**src/pkg/nv_access_pkg.sv**
```systemverilog
// Purpose: constants for the byte-wide non-volatile access controller
// Assumes: 250 MHz system clock, cpu special-register write/read strobes
// Notes:   address and data offsets sit in the special-register area
package nv_access_pkg;
  localparam int          CLK_PERIOD_NS   = 4;
  localparam int          ARRAY_DEPTH     = 32;
  localparam int          ADDR_W          = 5;
  localparam logic [7:0]  ADDR_OFF        = 8'h1a;
  localparam logic [7:0]  DATA_OFF        = 8'h1b;
  localparam logic [7:0]  CTRL_OFF        = 8'h40;
  localparam logic        CTRL_BANK       = 1'b1;
  localparam int          PEN_BIT         = 3;
  localparam int          PGO_BIT         = 2;
  localparam int          FEN_BIT         = 1;
  localparam int          FGO_BIT         = 0;
  localparam logic [4:0]  ADDR_RST        = 5'h00;
  localparam logic [7:0]  DATA_RST        = 8'h00;
  localparam logic [3:0]  CTRL_RST        = 4'h0;
  localparam int          READ_TIME_NS    = 8;
  localparam int          READ_CYCLES     = (READ_TIME_NS + CLK_PERIOD_NS - 1) / CLK_PERIOD_NS;
  localparam int          TICK_TIME_NS    = 128;
  localparam int          TICK_CYCLES     = TICK_TIME_NS / CLK_PERIOD_NS;
  localparam int          PROG_TIME_NS    = 4096;
  localparam int          PROG_TICKS      = PROG_TIME_NS / TICK_TIME_NS;
endpackage : nv_access_pkg
```
**src/logic/nv_access_ctrl.sv**
```systemverilog
// Purpose: byte read and program cycles on a 32x8 non-volatile array
// Assumes: cpu drives one special-register strobe per access, inputs synchronous
// Notes:   program cycle timed by a free-running tick, so its length varies
`timescale 1ns/1ps
module nv_access_ctrl (
  input  wire logic       clk_i,
  input  wire logic       reset_n_i,
  input  wire logic       sfr_wr_i,
  input  wire logic       sfr_rd_i,
  input  wire logic [7:0] sfr_addr_i,
  input  wire logic       bank_select_i,
  input  wire logic [7:0] sfr_wdata_i,
  input  wire logic       nv_done_irq_enable_i,
  input  wire logic       global_irq_enable_i,
  input  wire logic       stack_full_i,
  input  wire logic       irq_service_i,
  output logic      [7:0] sfr_rdata_o,
  output logic            nv_done_flag_o,
  output logic            irq_call_o,
  output logic            global_irq_clear_o
);
  typedef enum logic [2:0] {
    ST_IDLE = 3'b001,
    ST_READ = 3'b010,
    ST_PROG = 3'b100
  } cyc_state_e;

  cyc_state_e                               state_reg;
  logic [7:0]                               array_reg [nv_access_pkg::ARRAY_DEPTH];
  logic [nv_access_pkg::ADDR_W-1:0]         addr_reg;
  logic [7:0]                               data_reg;
  logic [nv_access_pkg::ADDR_W-1:0]         lat_addr_reg;
  logic [7:0]                               lat_data_reg;
  logic [3:0]                               ctrl_reg;
  logic [7:0]                               tick_cnt_reg;
  logic                                     tick;
  logic [7:0]                               cyc_cnt_reg;
  logic                                     wr_addr;
  logic                                     wr_data;
  logic                                     wr_ctrl;
  logic                                     rd_ctrl;
  logic                                     start_read;
  logic                                     start_prog;
  logic                                     read_done;
  logic                                     prog_done;
  logic [10:0]                              prog_cyc_reg;

  assign wr_addr = sfr_wr_i && sfr_addr_i == nv_access_pkg::ADDR_OFF;
  assign wr_data = sfr_wr_i && sfr_addr_i == nv_access_pkg::DATA_OFF;
  assign wr_ctrl = sfr_wr_i && sfr_addr_i == nv_access_pkg::CTRL_OFF
                   && bank_select_i == nv_access_pkg::CTRL_BANK;
  assign rd_ctrl = sfr_addr_i == nv_access_pkg::CTRL_OFF
                   && bank_select_i == nv_access_pkg::CTRL_BANK;

  // go bits only start from idle with the enable already stored
  assign start_prog = wr_ctrl && state_reg == ST_IDLE
                      && sfr_wdata_i[nv_access_pkg::PGO_BIT]
                      && ctrl_reg[nv_access_pkg::PEN_BIT];
  assign start_read = wr_ctrl && state_reg == ST_IDLE && !start_prog
                      && sfr_wdata_i[nv_access_pkg::FGO_BIT]
                      && ctrl_reg[nv_access_pkg::FEN_BIT];
  assign read_done  = state_reg == ST_READ
                      && cyc_cnt_reg == 8'(nv_access_pkg::READ_CYCLES - 1);
  assign prog_done  = state_reg == ST_PROG && tick
                      && cyc_cnt_reg == 8'(nv_access_pkg::PROG_TICKS - 1);

  // free-running programming timer, unrelated to cycle start
  always_ff @(posedge clk_i or negedge reset_n_i) begin
    if (!reset_n_i) begin
      tick_cnt_reg <= 8'h00;
    end else if (tick) begin
      tick_cnt_reg <= 8'h00;
    end else begin
      tick_cnt_reg <= tick_cnt_reg + 8'h01;
    end
  end
  assign tick = tick_cnt_reg == 8'(nv_access_pkg::TICK_CYCLES - 1);

  always_ff @(posedge clk_i or negedge reset_n_i) begin
    if (!reset_n_i) begin
      state_reg   <= ST_IDLE;
      cyc_cnt_reg <= 8'h00;
    end else begin
      unique case (state_reg)
        ST_IDLE: begin
          cyc_cnt_reg <= 8'h00;
          if (start_prog) begin
            state_reg <= ST_PROG;
          end else if (start_read) begin
            state_reg <= ST_READ;
          end
        end
        ST_READ: begin
          if (read_done) begin
            state_reg <= ST_IDLE;
          end else begin
            cyc_cnt_reg <= cyc_cnt_reg + 8'h01;
          end
        end
        ST_PROG: begin
          if (prog_done) begin
            state_reg <= ST_IDLE;
          end else if (tick) begin
            cyc_cnt_reg <= cyc_cnt_reg + 8'h01;
          end
        end
      endcase
    end
  end

  always_ff @(posedge clk_i or negedge reset_n_i) begin
    if (!reset_n_i) begin
      ctrl_reg <= nv_access_pkg::CTRL_RST;
    end else begin
      if (wr_ctrl) begin
        ctrl_reg[nv_access_pkg::PEN_BIT] <= sfr_wdata_i[nv_access_pkg::PEN_BIT];
        ctrl_reg[nv_access_pkg::FEN_BIT] <= sfr_wdata_i[nv_access_pkg::FEN_BIT];
      end
      if (start_prog) begin
        ctrl_reg[nv_access_pkg::PGO_BIT] <= 1'b1;
      end else if (prog_done) begin
        ctrl_reg[nv_access_pkg::PGO_BIT] <= 1'b0;
      end
      if (start_read) begin
        ctrl_reg[nv_access_pkg::FGO_BIT] <= 1'b1;
      end else if (read_done) begin
        ctrl_reg[nv_access_pkg::FGO_BIT] <= 1'b0;
      end
    end
  end

  always_ff @(posedge clk_i or negedge reset_n_i) begin
    if (!reset_n_i) begin
      addr_reg     <= nv_access_pkg::ADDR_RST;
      lat_addr_reg <= nv_access_pkg::ADDR_RST;
      lat_data_reg <= nv_access_pkg::DATA_RST;
    end else begin
      if (wr_addr) begin
        addr_reg <= sfr_wdata_i[nv_access_pkg::ADDR_W-1:0];
      end
      if (start_prog || start_read) begin
        lat_addr_reg <= addr_reg;
        lat_data_reg <= data_reg;
      end
    end
  end

  always_ff @(posedge clk_i or negedge reset_n_i) begin
    if (!reset_n_i) begin
      data_reg <= nv_access_pkg::DATA_RST;
    end else if (read_done) begin
      data_reg <= array_reg[lat_addr_reg];
    end else if (wr_data) begin
      data_reg <= sfr_wdata_i;
    end
  end

  // array contents are non-volatile, so no reset
  always_ff @(posedge clk_i) begin
    if (prog_done) begin
      array_reg[lat_addr_reg] <= lat_data_reg;
    end
  end

  always_ff @(posedge clk_i or negedge reset_n_i) begin
    if (!reset_n_i) begin
      sfr_rdata_o <= 8'h00;
    end else if (sfr_rd_i) begin
      if (sfr_addr_i == nv_access_pkg::ADDR_OFF) begin
        sfr_rdata_o <= {3'h0, addr_reg};
      end else if (sfr_addr_i == nv_access_pkg::DATA_OFF) begin
        sfr_rdata_o <= data_reg;
      end else if (rd_ctrl) begin
        sfr_rdata_o <= {4'h0, ctrl_reg};
      end else begin
        sfr_rdata_o <= 8'h00;
      end
    end
  end

  // done flag: set wins over service clear
  always_ff @(posedge clk_i or negedge reset_n_i) begin
    if (!reset_n_i) begin
      nv_done_flag_o     <= 1'b0;
      irq_call_o         <= 1'b0;
      global_irq_clear_o <= 1'b0;
    end else begin
      if (prog_done) begin
        nv_done_flag_o <= 1'b1;
      end else if (irq_service_i) begin
        nv_done_flag_o <= 1'b0;
      end
      irq_call_o <= nv_done_flag_o && nv_done_irq_enable_i && global_irq_enable_i
                    && !stack_full_i && !irq_service_i && !irq_call_o;
      global_irq_clear_o <= irq_service_i;
    end
  end

  // cycles spent in the current programming cycle, for the length check
  always_ff @(posedge clk_i or negedge reset_n_i) begin
    if (!reset_n_i) begin
      prog_cyc_reg <= 11'h000;
    end else if (state_reg != ST_PROG) begin
      prog_cyc_reg <= 11'h000;
    end else begin
      prog_cyc_reg <= prog_cyc_reg + 11'h001;
    end
  end
endmodule : nv_access_ctrl

```
**config.mk**
```make
export PLATFORM = sky130hd
export DESIGN_NAME = nv_access_ctrl
export DESIGN_NICKNAME = d
export VERILOG_FILES = /design/src/pkg/nv_access_pkg.sv /design/src/logic/nv_access_ctrl.sv
export SDC_FILE = /design/constraint.sdc
export NUM_CORES = 1
export LEC_CHECK = 0
export ABC_AREA = 0
export BUFFER_PORTS_ARGS = -buffer_cell sky130_fd_sc_hd__clkbuf_2
export CORE_MARGIN = 2
export CORE_UTILIZATION = 30
export CTS_BUF_LIST = sky130_fd_sc_hd__clkbuf_8 sky130_fd_sc_hd__clkbuf_16
export DETAILED_ROUTE_END_ITERATION = 16
export REMOVE_ABC_BUFFERS = 1
export SETUP_SLACK_MARGIN = 0.5
export SLEW_MARGIN = 30
export SYNTH_ARGS = -nofsm -noshare
export SYNTH_HDL_FRONTEND = slang
export SYNTH_SLANG_ARGS = --single-unit
```
**constraint.sdc**
```tcl
create_clock -name clk_i -period 3.6 [get_ports clk_i]
set_clock_uncertainty 0.1 [all_clocks]
set_input_delay 0.18 -clock clk_i [delete_from_list [all_inputs] [get_ports clk_i]]
set_output_delay 0.18 -clock clk_i [all_outputs]
set_load 0.03 [all_outputs]
```
==> impl_metrics.env <==
export IMPL_status="finished clean"
export IMPL_whs_ns=0.0248
export IMPL_met3_length_mm=1.96
export IMPL_synth_mux_area_share_pct=12.8
export IMPL_syn_instance_count=778
export IMPL_synth_seq_cells=316
export IMPL_worstSetupStartpoint="lat_addr_reg[1]$_DFFE_PN0P_"
export IMPL_syn_area_um2=12900
export IMPL_cts_buffer_depth=3
export IMPL_largest_reg_flops=256
export IMPL_synth_fa_ha_area_share_pct=0.292
export IMPL_cpMostUsedCell="buf_4"
export IMPL_instances_no_fill=1440
export IMPL_hold_path_class="in -> reg"
export IMPL_drv_cap=0
export IMPL_final_util_pct=36.2
export IMPL_fillers=3916
export IMPL_clock_fmax_mhz=353
export IMPL_finalWeightedCongestion=0.844
export IMPL_cp_arrival_ns=3.11
export IMPL_ant_nets=0
export IMPL_drtIter0Drc=769
export IMPL_combPwrFrac_pct=3.6
export IMPL_synth_xor_area_share_pct=0.477
export IMPL_cts_buffers=35
export IMPL_cts_tree="done"
export IMPL_ir_drop_v=0.000295
export IMPL_critical_path_class="reg -> reg"
export IMPL_rrSetupSlack_ns=0.77
export IMPL_hpwl_mm=19.7
export IMPL_routed_wl_mm=29.8
export IMPL_via_per_inst=5.05
export IMPL_cpPeakStageDelay_ns=0.96
export IMPL_cp_buffers_inverters=2
export IMPL_slew_headroom_pct=45.1
export IMPL_nets=904
export IMPL_final_common_cell="edfxtp_1"
export IMPL_reg2reg_depth=7
export IMPL_antenna_found_initial=0
export IMPL_ys_flop_type="edfxtp_1"
export IMPL_crit_path_start_kind="flop"
export IMPL_fin_crit_sh_pct=78.7
export IMPL_synth_compound_area_share_pct=5.51
export IMPL_seq_power_share_pct=50.9
export IMPL_die_area_um2=44500
export IMPL_p_sw_uw=1600
export IMPL_power_density_nw_per_um2=518
export IMPL_cp_end_kind="flop"
export IMPL_cp_required_ns=3.88
export IMPL_grt_ovfl_total=0
export IMPL_worstSkewPairLatency_ns=0.51
export IMPL_grt_max_degree=46
export IMPL_seq_area_frac_synth_pct=71.5
export IMPL_routed_top_layer="met4"
export IMPL_synthSimpleGateAreaFrac_pct=7.48
export IMPL_grt_pass1_wl_mm=45.1
export IMPL_worst_path_max_fanout=45
export IMPL_antenna_cells=0
export IMPL_wl_met1_mm=13.2
export IMPL_internal_power_uw=6290
export IMPL_slew_violations=0
export IMPL_coreArea_um2=42100
export IMPL_layout_drive_gt1_share_pct=23.5
export IMPL_reg2reg_to="data_reg[0]$_DFFE_PN0P_"
export IMPL_die_w_um=211
export IMPL_crit_path_end="data_reg[0]$_DFFE_PN0P_"
export IMPL_clk_pin_slew_ns=0.06
export IMPL_final_cell_mix="256 x edfxtp_1, 76 x mux2i_1, 57 x dfrtp_1"
export IMPL_first_pass_iters=8
export IMPL_r2r_start="lat_addr_reg[1]$_DFFE_PN0P_"
export IMPL_synthArstFlopShare_pct=19.0
export IMPL_hold_depth=3
export IMPL_synth_edff_count=256
export IMPL_io_pins=36
export IMPL_die_h_um=211
export IMPL_setup_violations=0
export IMPL_syn_avg_cell_area_um2=16.5
export IMPL_placementRows=75
export IMPL_p_clk_share_pct=45.5
export IMPL_p_leak_uw=0.00462
export IMPL_post_route_min_period_ns=2.83
export IMPL_htreeDepth=2
export IMPL_fin_total_pwr_uw=7890
export IMPL_tightestPinTransition_ns=0.824
export IMPL_rsz0062_at_grt="no"
export IMPL_path_cells="buf_4 > mux2i_1 > o22ai_1 > nor4_1 > buf_4 > and4_1 > a21oi_1"
export IMPL_vias=7272
export IMPL_initial_core_util_pct=30.5
export IMPL_drcViolationCount=0
export IMPL_wl_per_cell_um=20.7
export IMPL_hold_viol=0
export IMPL_path_depth=7
export IMPL_critPathTopFamily="flip-flops"
export IMPL_fin_setup_tns_ns=0
export IMPL_grt_pass1_vias=7257
export IMPL_place_inst=1366
export IMPL_swShare_pct=20.3
export IMPL_synth_top_family_by_area="multiplexers"
export IMPL_area_growth_pct=18.6
export IMPL_cts_root_buffer="clkbuf_16"
export IMPL_cp_slowest_cell="dfrtp_4"
export IMPL_io_buffers=35
export IMPL_clock_sinks=316
export IMPL_ys_warn_count=0
export IMPL_wl_met2_mm=13.9
export IMPL_grt_usage_pct=13.5
export IMPL_yosys_cell_types_count=65
## how the worst min path moves through the flow
stage,start,end,slack (ns)
2_1_floorplan,reset_n_i,addr_reg[0]$_DFFE_PN0P_,-0.22
3_3_place_gp,irq_service_i,global_irq_clear_o$_DFF_PN0_,0.20
3_5_place_dp,reset_n_i,cyc_cnt_reg[4]$_DFFE_PN0P_,0.15
4_1_cts,sfr_wr_i,ctrl_reg[2]$_DFFE_PN0P_,0.007
5_1_grt,sfr_wr_i,ctrl_reg[2]$_DFFE_PN0P_,0.04
6_report,sfr_wr_i,ctrl_reg[2]$_DFFE_PN0P_,0.02
## cells in the mapped netlist (10+ instances only)
cell type    n  share of area (%)
a21oi_1     14               0.55
and3_1      10               0.49
buf_2       22               0.86
clkbuf_1    15               0.44
dfrtp_1     59                 11
edfxtp_1   256                 60
inv_1       10               0.29
mux2_2      13                1.1
mux2i_1     76                5.9
mux4_2      27                4.7
nand2_1     22               0.64
nand2b_1    10               0.49
nand3_1     15               0.58
nor2_1      58                1.7
o22ai_1     27                1.3
## power by group through the flow
stage,Clock [µW],Sequential (µW),Combinational [µW]
final,3590,4020,286
after global routing,3820,4020,322
after CTS,3660,4010,288
after detailed placement,0,4090,280
after global placement,0,4090,270
after floorplan,0,4080,171
## cells by family (layout without fill, tap and decap cells)
kind of cell	after synthesis	count (layout)
adders and majority gates	3	3
and+or+nand+nor	173	173
DFF	316	316
muxes	125	125
AOI/OAI and AO/OA	102	102
xor gates and xnor gates	7	7
buffers and inverters	52	175
## final cells by class
class / instances / area [µm²] / area share (%)
flip-flops and latches: 316 / 9200 / 60.3
multi-input cells: 410 / 3430 / 22.5
clock buffers: 38 / 940 / 6.16
repair buffers: 103 / 728 / 4.78
well taps: 539 / 674 / 4.42
clock inverters: 24 / 235 / 1.54
inverters: 10 / 37.5 / 0.246
## through the flow
step                setup WS, ns  instance area (µm²)
global placement           0.734                13900
CTS                        0.537                15200
finish                     0.768                15200
detailed placement         0.568                13900
global route               0.593                15200
floorplan                  -1.36                12600
## repair_timing
item | CTS | global route
buffers inserted | 0 | 1
setup endpoints to repair | 0 | 133
hold endpoints to repair | 61 | 0
hold buffers | 11 | 0
gates resized for setup | 0 | 7
## routing by layer
layer,vias to the layer above,GRT usage (%)
met4,0,4.32
met5,-,0
met3,53,2.47
li1,3283,-
met2,234,21.6
met1,3702,18.5
## worst register-to-register path, stage by stage (launching register included)
cell and delay [ns]:
dfrtp_4 0.96, buf_4 0.40, mux2i_1 0.22, o22ai_1 0.15, nor4_1 0.38, buf_4 0.21
and4_1 0.24, a21oi_1 0.06
Note: power is estimated with default switching activity, not from simulation.
